## src/include/asm_pkg.sv

```systemverilog
package asm_pkg;
  // widths
  localparam int NCH = 4;
  localparam int RW = 20;
  localparam int SW = 22;
  localparam int CW = 27;
  // clock rate
  localparam int CLK_MHZ = 125;
  localparam int CLK_KHZ = 125000;
  // combined payload ceiling in Mb/s
  localparam int CEIL_MBPS = 148;
  // rate measurement window
  localparam int RATE_WIN_US = 1000;
  localparam int RATE_WIN_CYC = RATE_WIN_US * CLK_MHZ;
  // alarm hysteresis
  localparam int ALM_HYST_MS = 1000;
  localparam int ALM_HYST_CYC = ALM_HYST_MS * CLK_KHZ;
  // led flash half period
  localparam int BLINK_MS = 250;
  localparam int BLINK_CYC = BLINK_MS * CLK_KHZ;
  // serial activity hold, far longer than one 10-bit char at 19200 baud
  localparam int SER_HOLD_MS = 20;
  localparam int SER_HOLD_CYC = SER_HOLD_MS * CLK_KHZ;
  // reset values; alarms come up open until first evaluation
  localparam logic ALM_RST = 1'b1;
  localparam logic LED_RST = 1'b0;
endpackage

```

## src/verilog/asm_rate_meter.sv

```systemverilog
`timescale 1ns/10ps
`default_nettype none
module asm_rate_meter
  import asm_pkg::*;
(
  input wire logic core_clk_i,
  input wire logic rst_i,
  input wire logic byte_i,
  input wire logic tick_i,
  output logic [RW-1:0] rate_o
);

  typedef struct packed {
    logic [RW-1:0] cnt;
    logic [RW-1:0] rate;
  } asm_meter_t;

  asm_meter_t s_q;
  asm_meter_t s_d;

  ////////////////////////////////////////////////////////////////
  // count bytes, latch the total at each window tick
  always_comb
  begin
    s_d = s_q;
    if (tick_i)
    begin
      s_d.rate = s_q.cnt;
      s_d.cnt = {{(RW-1){1'b0}}, byte_i};
    end
    else if (byte_i && s_q.cnt != {RW{1'b1}})
      s_d.cnt = s_q.cnt + 1'b1; // saturate rather than wrap
  end

  always_ff @(posedge core_clk_i)
  begin
    if (rst_i)
      s_q <= '0;
    else
      s_q <= s_d;
  end

  assign rate_o = s_q.rate;

  ////////////////////////////////////////////////////////////////
  property p_latch;
    @(posedge core_clk_i) disable iff (rst_i)
    tick_i |=> rate_o == $past(s_q.cnt);
  endproperty
  a_latch: assert property (p_latch) else $error("rate not latched at tick");

endmodule // asm_rate_meter
`default_nettype wire

```

## src/verilog/asm_status.sv

```systemverilog
`timescale 1ns/10ps
`default_nettype none
module asm_status
  import asm_pkg::*;
#(
  parameter int WIN_CYC = RATE_WIN_CYC,
  parameter int HYST_CYC = ALM_HYST_CYC,
  parameter int BLK_CYC = BLINK_CYC,
  parameter int SER_CYC = SER_HOLD_CYC
)
(
  input wire logic core_clk_i,
  input wire logic rst_i,
  input wire logic [NCH-1:0] cmb_byte_vld_i,
  input wire logic [NCH-1:0] cmb_sig_vld_i,
  input wire logic [NCH-1:0] cmb_pkt204_i,
  input wire logic [NCH-1:0] cmb_chan_en_i,
  input wire logic cmb_cap_en_i,
  input wire logic [NCH-1:0][RW-1:0] cmb_chan_limit_i,
  input wire logic ser_rx_i,
  input wire logic dcb_elec_vld_i,
  input wire logic dcb_opt_vld_i,
  input wire logic input_select_switch_i,
  input wire logic input_coding_switch_i,
  input wire logic alarm_delay_switch_i,
  input wire logic output_mute_switch_i,
  input wire logic [NCH-1:0] dcb_asi_vld_i,
  input wire logic [NCH-1:0] dcb_chan_en_i,
  input wire logic [NCH-1:0] dcb_byte_vld_i,
  input wire logic [NCH-1:0][7:0] dcb_data_i,
  input wire logic [NCH-1:0] dcb_pkt204_i,
  input wire logic dcb_ser_act_i,
  output logic cmb_major_o,
  output logic cmb_minor_o,
  output logic [NCH-1:0] cmb_chan_led_o,
  output logic cmb_data_led_o,
  output logic cmb_out_led_o,
  output logic [NCH-1:0] cmb_rate_alarm_o,
  output logic [NCH-1:0][RW-1:0] cmb_chan_rate_o,
  output logic [NCH-1:0] cmb_pkt204_o,
  output logic [NCH-1:0] cmb_pass_o,
  output logic cmb_corrupt_o,
  output logic dcb_opt_sel_o,
  output logic dcb_nrz_mode_o,
  output logic dcb_major_o,
  output logic dcb_minor_o,
  output logic [NCH-1:0] dcb_chan_led_o,
  output logic dcb_data_led_o,
  output logic dcb_in_led_o,
  output logic [NCH-1:0] dcb_byte_vld_o,
  output logic [NCH-1:0][7:0] dcb_data_o,
  output logic [NCH-1:0] dcb_pkt204_o
);

  // ceiling in bytes per measurement window
  localparam logic [SW-1:0] CEIL_BYTES = SW'((CEIL_MBPS * WIN_CYC) / (8 * CLK_MHZ));

  typedef struct packed {
    logic [CW-1:0] win;
    logic cmp;
    logic [CW-1:0] blk;
    logic blink;
    logic [CW-1:0] ser;
    logic cdat;
    logic [CW-1:0] dser;
    logic ddat;
    logic cmaj;
    logic cmin;
    logic oled;
    logic [NCH-1:0] ralm;
    logic [NCH-1:0] cled;
    logic [NCH-1:0] cpkt;
    logic [NCH-1:0] cpass;
    logic [CW-1:0] hmaj;
    logic [CW-1:0] hmin;
    logic dmaj;
    logic dmin;
    logic iled;
    logic osel;
    logic nrz;
    logic [NCH-1:0] dled;
    logic [NCH-1:0] dbyte;
    logic [NCH-1:0][7:0] ddata;
    logic [NCH-1:0] dpkt;
  } asm_st_t;

  asm_st_t s_q;
  asm_st_t s_d;
  logic tick;
  logic [NCH-1:0][RW-1:0] rate;
  logic [SW-1:0] sum;
  logic sum_over;
  logic sel_vld;
  logic [NCH-1:0] emb_vld;
  logic raw_maj;
  logic raw_min;

  ////////////////////////////////////////////////////////////////
  // one hysteresis step: output follows raw once it has differed long enough
  function automatic logic [CW:0] hyst_step(input logic raw, input logic out,
                                            input logic [CW-1:0] cnt, input logic imm);
    logic [CW:0] r;
    r = {out, {CW{1'b0}}};
    if (raw != out)
    begin
      if (imm || cnt >= CW'(HYST_CYC - 1))
        r = {raw, {CW{1'b0}}};
      else
        r = {out, cnt + 1'b1};
    end
    return r;
  endfunction

  ////////////////////////////////////////////////////////////////
  // per channel byte counters; format-blind, so 188 and 204 count alike
  for (genvar g = 0; g < NCH; g++)
  begin : g_meter
    asm_rate_meter u_meter (
      .core_clk_i(core_clk_i),
      .rst_i(rst_i),
      .byte_i(cmb_byte_vld_i[g]),
      .tick_i(tick),
      .rate_o(rate[g])
    );
  end

  // summed rate against the ceiling
  assign tick = (s_q.win == CW'(WIN_CYC - 1));
  assign sum = SW'(rate[0]) + SW'(rate[1]) + SW'(rate[2]) + SW'(rate[3]);
  assign sum_over = sum > CEIL_BYTES;

  // decombiner input selection; embedded channels only count with a live line
  assign sel_vld = input_select_switch_i ? dcb_opt_vld_i : dcb_elec_vld_i;
  assign emb_vld = dcb_asi_vld_i & {NCH{sel_vld}};
  assign raw_maj = !sel_vld;
  assign raw_min = !(|emb_vld);

  ////////////////////////////////////////////////////////////////
  // next state
  always_comb
  begin
    s_d = s_q;
    // window and flash timers
    s_d.win = tick ? '0 : s_q.win + 1'b1;
    s_d.cmp = tick;
    if (s_q.blk >= CW'(BLK_CYC - 1))
    begin
      s_d.blk = '0;
      s_d.blink = !s_q.blink;
    end
    else
      s_d.blk = s_q.blk + 1'b1;
    // combiner alarms, one cycle behind the latched rates
    if (s_q.cmp)
    begin
      s_d.cmaj = sum_over;
      for (int i = 0; i < NCH; i++)
        s_d.ralm[i] = cmb_cap_en_i && rate[i] > cmb_chan_limit_i[i];
    end
    if (!cmb_cap_en_i)
      s_d.ralm = '0;
    // out led follows the new major value, so it never outlives the overload
    s_d.oled = s_d.cmaj && !cmb_cap_en_i;
    s_d.cmin = !(|cmb_sig_vld_i);
    // channel leds: steady when healthy, flashing when disabled or over limit
    for (int i = 0; i < NCH; i++)
    begin
      s_d.cled[i] = cmb_sig_vld_i[i] && ((cmb_chan_en_i[i] && !s_q.ralm[i]) || s_q.blink);
      s_d.dled[i] = emb_vld[i] && (dcb_chan_en_i[i] || s_q.blink);
    end
    s_d.cpkt = cmb_pkt204_i;
    // capping drops an over-limit channel; without capping every enabled channel passes
    s_d.cpass = cmb_byte_vld_i & cmb_chan_en_i & ~s_q.ralm;
    // serial receive activity: a low (start bit) restarts the hold
    if (!ser_rx_i)
    begin
      s_d.ser = CW'(SER_CYC - 1);
      s_d.cdat = 1'b1;
    end
    else if (s_q.ser != '0)
      s_d.ser = s_q.ser - 1'b1;
    else
      s_d.cdat = 1'b0;
    if (dcb_ser_act_i)
    begin
      s_d.dser = CW'(SER_CYC - 1);
      s_d.ddat = 1'b1;
    end
    else if (s_q.dser != '0)
      s_d.dser = s_q.dser - 1'b1;
    else
      s_d.ddat = 1'b0;
    // decombiner alarms with optional hysteresis
    {s_d.dmaj, s_d.hmaj} = hyst_step(raw_maj, s_q.dmaj, s_q.hmaj, alarm_delay_switch_i);
    {s_d.dmin, s_d.hmin} = hyst_step(raw_min, s_q.dmin, s_q.hmin, alarm_delay_switch_i);
    s_d.iled = raw_maj;
    s_d.osel = input_select_switch_i;
    s_d.nrz = input_coding_switch_i;
    // byte valid and data outputs repeat the embedded streams byte for byte, zeroed when muted with the selected input lost; the 204 flags are never muted
    if (output_mute_switch_i && !sel_vld)
    begin
      s_d.dbyte = '0;
      s_d.ddata = '0;
    end
    else
    begin
      s_d.dbyte = dcb_byte_vld_i;
      s_d.ddata = dcb_data_i;
    end
    s_d.dpkt = dcb_pkt204_i;
  end

  ////////////////////////////////////////////////////////////////
  // state register
  always_ff @(posedge core_clk_i)
  begin
    if (rst_i)
    begin
      s_q <= '0;
      s_q.cmaj <= ALM_RST;
      s_q.cmin <= ALM_RST;
      s_q.dmaj <= ALM_RST;
      s_q.dmin <= ALM_RST;
      s_q.iled <= LED_RST;
    end
    else
      s_q <= s_d;
  end

  ////////////////////////////////////////////////////////////////
  // outputs
  assign cmb_major_o = s_q.cmaj;
  assign cmb_minor_o = s_q.cmin;
  assign cmb_chan_led_o = s_q.cled;
  assign cmb_data_led_o = s_q.cdat;
  assign cmb_out_led_o = s_q.oled;
  assign cmb_rate_alarm_o = s_q.ralm;
  assign cmb_chan_rate_o = rate;
  assign cmb_pkt204_o = s_q.cpkt;
  assign cmb_pass_o = s_q.cpass;
  assign cmb_corrupt_o = s_q.oled;
  assign dcb_opt_sel_o = s_q.osel;
  assign dcb_nrz_mode_o = s_q.nrz;
  assign dcb_major_o = s_q.dmaj;
  assign dcb_minor_o = s_q.dmin;
  assign dcb_chan_led_o = s_q.dled;
  assign dcb_data_led_o = s_q.ddat;
  assign dcb_in_led_o = s_q.iled;
  assign dcb_byte_vld_o = s_q.dbyte;
  assign dcb_data_o = s_q.ddata;
  assign dcb_pkt204_o = s_q.dpkt;

  ////////////////////////////////////////////////////////////////
  // checks
  property p_cmb_major;
    @(posedge core_clk_i) disable iff (rst_i)
    s_q.cmp |=> cmb_major_o == $past(sum_over);
  endproperty
  a_cmb_major: assert property (p_cmb_major) else $error("major alarm wrong after window");

  property p_cmb_minor;
    @(posedge core_clk_i) disable iff (rst_i)
    (cmb_sig_vld_i == '0) [*2] |-> cmb_minor_o;
  endproperty
  a_cmb_minor: assert property (p_cmb_minor) else $error("minor alarm closed with no input");

  property p_out_led;
    @(posedge core_clk_i) disable iff (rst_i)
    cmb_out_led_o |-> cmb_major_o && !$past(cmb_cap_en_i);
  endproperty
  a_out_led: assert property (p_out_led) else $error("output led lit without overload");

  property p_chan_led;
    @(posedge core_clk_i) disable iff (rst_i)
    (cmb_sig_vld_i[0] && cmb_chan_en_i[0] && !cmb_cap_en_i) [*3] |-> cmb_chan_led_o[0];
  endproperty
  a_chan_led: assert property (p_chan_led) else $error("valid channel led dark");

  property p_dis_flash;
    @(posedge core_clk_i) disable iff (rst_i)
    (cmb_sig_vld_i[1] && !cmb_chan_en_i[1]) [*2] |-> cmb_chan_led_o[1] == $past(s_q.blink);
  endproperty
  a_dis_flash: assert property (p_dis_flash) else $error("disabled channel not flashing");

  property p_in_led;
    @(posedge core_clk_i) disable iff (rst_i)
    1 |=> dcb_in_led_o == !$past(input_select_switch_i ? dcb_opt_vld_i : dcb_elec_vld_i);
  endproperty
  a_in_led: assert property (p_in_led) else $error("input led ignores selected input");

  property p_imm;
    @(posedge core_clk_i) disable iff (rst_i)
    (alarm_delay_switch_i && !sel_vld) [*2] |-> dcb_major_o;
  endproperty
  a_imm: assert property (p_imm) else $error("immediate major alarm late");

  property p_hyst;
    @(posedge core_clk_i) disable iff (rst_i)
    (!alarm_delay_switch_i && raw_min && !dcb_minor_o && s_q.hmin == '0) |=> !dcb_minor_o;
  endproperty
  a_hyst: assert property (p_hyst) else $error("minor alarm skipped hysteresis");

  property p_mute;
    @(posedge core_clk_i) disable iff (rst_i)
    (output_mute_switch_i && !sel_vld) |=> dcb_byte_vld_o == '0;
  endproperty
  a_mute: assert property (p_mute) else $error("outputs not muted");

  property p_ser;
    @(posedge core_clk_i) disable iff (rst_i)
    $fell(ser_rx_i) |=> cmb_data_led_o [*2];
  endproperty
  a_ser: assert property (p_ser) else $error("data led missed a start bit");

  property p_dser;
    @(posedge core_clk_i) disable iff (rst_i)
    dcb_ser_act_i |=> dcb_data_led_o;
  endproperty
  a_dser: assert property (p_dser) else $error("embedded data led dark");

  c_overload: cover property (@(posedge core_clk_i) disable iff (rst_i) $rose(cmb_major_o));
  c_loss: cover property (@(posedge core_clk_i) disable iff (rst_i) $rose(dcb_major_o));
  c_flash: cover property (@(posedge core_clk_i) disable iff (rst_i) $fell(cmb_chan_led_o[1]) && cmb_sig_vld_i[1]);

endmodule // asm_status
`default_nettype wire
```

## config.mk

```make
export PLATFORM = sky130hd
export DESIGN_NAME = asm_status
export DESIGN_NICKNAME = d
export VERILOG_FILES = /design/src/include/asm_pkg.sv /design/src/verilog/asm_rate_meter.sv /design/src/verilog/asm_status.sv
export SDC_FILE = /design/constraint.sdc
export NUM_CORES = 1
export LEC_CHECK = 0
export ABC_AREA = 1
export BUFFER_PORTS_ARGS = -buffer_cell sky130_fd_sc_hd__buf_2
export CORE_UTILIZATION = 31
export DETAILED_ROUTE_END_ITERATION = 8
export HOLD_SLACK_MARGIN = 0.1
export PLACE_DENSITY_LB_ADDON = 0.15
export SYNTH_ARGS = -nofsm -noshare
export SYNTH_HDL_FRONTEND = slang
export SYNTH_SLANG_ARGS = --single-unit
```

## constraint.sdc

```tcl
create_clock -name core_clk_i -period 3 [get_ports core_clk_i]
set_input_delay 0.9 -clock core_clk_i [delete_from_list [all_inputs] [get_ports core_clk_i]]
set_output_delay 0.9 -clock core_clk_i [all_outputs]
set_load 0.05 [all_outputs]
```

After elaboration in Yosys (flattened, before gate mapping) --
Index checks and enable logic that the tools add are counted.
Cells by class: reductions and logical operators 60, bitwise gates (word level) 8, add/subtract/negate cells 13, $lt $le $gt $ge 8, muxes and demuxes 16, equality and inequality tests 10
Operators with widths (count):
- 27-bit by 1-bit adder with 27-bit output, second input constant | 4
- 20-bit by 1-bit adder with 20-bit output, second input constant | 4
- 20-bit greater-than comparator | 4
- 20-bit inequality test, second input constant | 4
- 27-bit >= comparator, second input constant | 2
- 27-bit nonzero test | 2
- 27-bit by 1-bit subtractor with 27-bit output, second input constant | 2
- 23-bit 2-to-1 mux | 2
- 22-bit 2-to-1 mux | 2
- 27-bit by 17-bit equality test with 1-bit output, second input constant | 1
- 27-bit by 25-bit >= comparator with 1-bit output, second input constant | 1
- 21-bit by 20-bit adder with 22-bit output | 1
- 22-bit by 20-bit adder with 22-bit output | 1
- 22-bit by 15-bit greater-than comparator with 1-bit output, second input constant | 1
- 1-bit logical AND | 22
- 20-bit by 20-bit adder with 21-bit output | 1
- 4-bit AND | 3
- 1-bit 2-to-1 mux | 12
- 2-bit OR reduction | 6
- 1-bit logical OR | 10
- 2-bit nonzero test | 5
- 1-bit zero test | 9
- 4-bit OR reduction | 2
- 3-bit OR reduction | 2
- 6 further kinds | 12
Word-level totals: register bits 394, input bits 155, output and inout bits 151, word-level logic and storage cells 158

Depth between registers and ports, before layout --
word-level depth 7, mapped depth 23, gate-level depth less buffers 23

Modules after synthesis --
A second synthesis with hierarchy kept.
Second synthesis, totals: cell total of the unflattened synthesis 3368, area total of the unflattened synthesis 23717.7 um^2
By module, submodules not included:
- asm_status | seq. area each 4684.5 um^2, times used 1, area an instance 15519.9 um^2, cells each 2224
- asm_rate_meter | seq. area each 800.8 um^2, times used 4, area an instance 2049.5 um^2, cells each 286

Worst setup path after synthesis --
No wires, ideal clock.
kind register -> register, start point register g_meter[0].u_meter.s_q (netlist bit g_meter[0].u_meter.rate_o[1]), end point register s_q (netlist bit cmb_major_o), library setup time 0.122 ns, data required time 2.878 ns, path slack -0.216 ns, arrival 3.094 ns, period minus slack after synthesis 3.216 ns, stages on the path, launching flop included 24, buffers on the path 0, cell sequence dfxtp_1 -> inv_1 -> fa_1 -> inv_1 -> fa_1 -> ha_1 -> inv_1 -> fa_1 -> inv_1 -> nand3_1 -> nand2_1 -> nand2_1 -> nand2_1 -> nand2_1 -> nand2_1 -> nand2_1 -> nand2_1 -> nand2_1 -> nor2_1 -> nand2_1 -> nor2_1 -> nand2_1 -> nand2_1 -> nand2_1
On the way: word-level cells in the longest chain between the ends 5
Ends and longest elaborated chain:
- start, declared | RTL line asm_rate_meter.sv:18 | asm_meter_t s_q;
- start signal, assigned | RTL line asm_rate_meter.sv:38 | s_q <= '0;
- start signal, assigned | RTL line asm_rate_meter.sv:40 | s_q <= s_d;
- 20-bit by 20-bit adder with 21-bit output | RTL line asm_status.sv:129 | assign sum = SW'(rate[0]) + SW'(rate[1]) + SW'(rate[2]) + SW'(rate[3]);
- 21-bit by 20-bit adder with 22-bit output | RTL line asm_status.sv:129
- 22-bit by 20-bit adder with 22-bit output | RTL line asm_status.sv:129
- 22-bit by 15-bit greater-than comparator with 1-bit output | RTL line asm_status.sv:130 | assign sum_over = sum > CEIL_BYTES;
- 1-bit 2-to-1 mux | RTL line asm_status.sv:154 | if (s_q.cmp)
- end, declared | RTL line asm_status.sv:87 | asm_st_t s_q;
Every way passes these cells. A chain may end at the register's enable or synchronous reset.

Final worst setup path --
Same ends and word-level chain as after synthesis.

==> summary.md <==
| Metric | Value |
|---|---|
| CTS tree | yes |
| PwrDens | 449 mW/mm^2 |
| Initial DRC count | 1070 |
| Global-route wire length before repair | 107000 um |
| Worst R2R Path Depth | 23 |
| Unrepaired setup endpoints after global routing | yes |
| Sink Count | 394 |
| Commonest non-fill, non-tap cell in the layout | nand2_1 |
| Area of the multi-input gates | 0.0118 mm^2 |
| Fin crit share | 108% |
| Worst-Skew Late Latency | 610 ps |
| Yosys top cell area share | 34.5% |
| Placed insts | 4399 |
| Maximum fanout along the worst path | 4 |
| Top delay family on crit path | adder cells |
| Routing usage on met2 | 30.1% |
| Largest net degree at the start of global routing | 80 |
| Clk buf depth | 3 |
| Post-synth top area cell | dfxtp_1 |
| CP bufs+invs | 4 |
| # H-tree levels | 2 |
| Max transition margin | 42.8% |
| Register area share after synthesis | 34.5% |
| Min-delay src | s_q[49] |
| Final Instance Count excl. Fillers | 4494 |
| End of the critical path | cmb_major_o |
| Crit. Startpoint | g_meter[0].u_meter.rate_o[1] |
| Power after layout | 0.0124 W |
| Routed vias/inst | 4.50 |
| Worst Tran Pin Value | 858 ps |
| WS Path Type | reg -> reg |
| Total routing usage reported by global routing | 18.2% |
| Die width | 273 um |
| Most frequent cells in the layout | nand2_1, inv_1, dfxtp_1, nor2_1, buf_2 |
| Gate Count Post-Synth | 3155 |
| Hold Vio Cnt, Final | 0 |
| TritonRoute pass-1 iters | 5 |
| Core Area | 0.0730 mm^2 |
| Nets | 3803 |
| Fin Setup TNS | -474 ps |
| Failing checks | negative setup slack |
| Total grt overflow | 0 |
| # IOs | 306 |
| Vias in the first global route | 19.0k |
| Drt drc | 0 |
| Layout area overhead | 20.9% |
| Slew Viols, Final | 0 |
| Final WL | 69300 um |
| GR peak layer | met2 |
| CP endpoint kind | flip-flop |
| Post-DP HPWL | 55000 um |
| Die footprint | 0.0748 mm^2 |
| R2R setup slack | -240 ps |
| Cell area after synthesis | 0.0228 mm^2 |
| Top post-synthesis cells by area | dfxtp_1, nand2_1, inv_1, ha_1, nor2_1 |
| Port buffer count | 305 |
| Routed Antenna Nets | 0 |
| Status | finished, violations left |
| Worst path required time | 3480 ps |
| Starting Density | 31.3% |
| EDFF count, synth | 0 |
| Register area | 0.00789 mm^2 |
| Initial antenna violation count | 3 |
| Grt met1 use | 25.3% |
| Worst Skew | 23.9 ps |
| Met3 Use GR | 2.10% |
| Leakage | 12.1 nW |
| DR WL/cell | 15.4 um |
| Fillers | 7775 |
| Maximum clock frequency | 309 MHz |
| Setup ws final | -241 ps |
| Largest stage delay, worst path | 520 ps |
| Slowest CP cell | fa_1 |
| Max_cap viols | 0 |
| Syn Area/Cell | 7.24 um^2 |
| R2R Path Start | g_meter[0].u_meter.rate_o[1] |
| CP Data Arrival Time | 3720 ps |
| Max IR drop VDD | 0.400 mV |
| Seq cells post-synth | 394 |
| Hold_buf cts | 0 |
| Main synth FF type | dfxtp_1 |
| Hold Path Class | reg -> reg |
| CP cell instances | inv_2, fa_1, inv_1, fa_1, ha_2, inv_2, fa_2, inv_2, nand3_2, nand2_4, nand2_2, nand2_2, nand2_2, nand2_1, nand2_1, nand2_1, nand2_1, nor2_1, nand2_1, nor2_2, nand2_2, nand2_2, nand2_1 |
| Share of cells above drive strength 1 | 20.5% |
| CTS root buffer | clkbuf_16 |
| FP Rows | 99 |
| Via count | 20.2k |
| Share of flip-flops with an asynchronous set or reset | 0% |
| Clk slew on worst S/H paths | 60 ps |
| Die Span Y | 273 um |
| Synth warnings | 0 |
| Crit path top cell by count | nand2_1 |
| Routability cong. | 0.897 |
| # setup viols final | 2 |
| RR Endpoint | cmb_major_o |
| Post-synthesis cell type count | 58 |
| CTS Buf Count | 48 |
| Startpoint types | flip-flop |
| Period minus WS final | 3240 ps |
| Number of cells on the critical path | 23 |
## Yosys cell counts (5+ instances only)
library cell and n:
dfxtp_1 394, a31oi_1 24, nor3_1 104, inv_1 542, xnor2_1 18, nor3b_1 25
o21ai_0 92, a21oi_1 183, nand4_1 76, nand2_2 6, nor3_2 8, and3_1 5
nand2_1 556, o22ai_1 43, nor2_4 6, or2_1 5, xor2_1 80, or2_2 19
nor2_1 351, nand3_2 5, nand3_1 115, nor4_1 40, buf_2 22, fa_1 40
inv_2 10, nor2_2 15, o21a_1 8, o22ai_2 20, buf_4 144, clkbuf_1 24
nand3b_1 11, ha_1 111
## worst min path at each step
stage          endpoint  slack (ps)  depth (start not counted)
2_1_floorplan  s_q[179]         420                          1
3_3_place_gp   s_q[207]         430                          1
3_5_place_dp    s_q[49]         440                          1
4_1_cts         s_q[49]         450                          1
5_1_grt         s_q[49]         470                          1
6_report        s_q[49]         440                          1
## layer usage
layer	vias up	part of all wire [%]
met2	313	46
met5	-	0.019
met3	71	3.3
li1	10700	-
met4	2	1.8
met1	9182	49
## timing repair
action,in CTS,in global routing
setup buffers,3,4
setup endpoints to repair,2,2
resized for setup,14,39
pin swaps,11,14
## area by class of cell
class                           instances  share of cell area [%]
Timing Repair Buffer                  488                    10.7
Clock buffer                           72                    5.41
Multi-Input combinational cell       2010                    42.7
Clock inverter                         14                   0.644
Antenna cell                            2                  0.0181
Tap cell                              959                    4.35
Inverter                              555                    7.55
Sequential cell                       394                    28.6
## kinds of logic (layout without fill, tap and decap cells)
group	after synthesis	after routing	share of synthesized area (%)
adders and majority gates	151	151	9.59
AOI/OAI and AO/OA	396	396	10.1
xor gates and xnor gates	98	98	3.76
buffers and inverters	752	1129	14.9
and+or+nand+nor	1363	1363	27.1
other	1	4	0.0164
DFF	394	394	34.5
## flip-flops by register name, summed over array words and instances (netlist names), 32 cells and up
signal,count
s_q,164
g_meter.u_meter.s_q,80
g_meter.u_meter.rate_o,80
dcb_data_o,32
## through the flow
step	area (um^2)	util [%]	worst slack [ps]	hold WS (ps)
floorplan	22800	-	-72.0	418
global placement	25600	35.1	-401	431
detailed placement	25600	35.1	-356	438
CTS	27400	37.5	-241	450
global route	27600	37.8	-422	473
finish	27600	37.8	-241	442
## power breakdown
group / switching (W) / internal, W / leakage, nW / total (W)
Combinational: 0.000625 / 0.000286 / 8.09 / 0.000911
Clock: 0.00239 / 0.00370 / 0.833 / 0.00608
Sequential: 0.0000642 / 0.00533 / 3.20 / 0.00540
(Power assumes the default switching activity.)
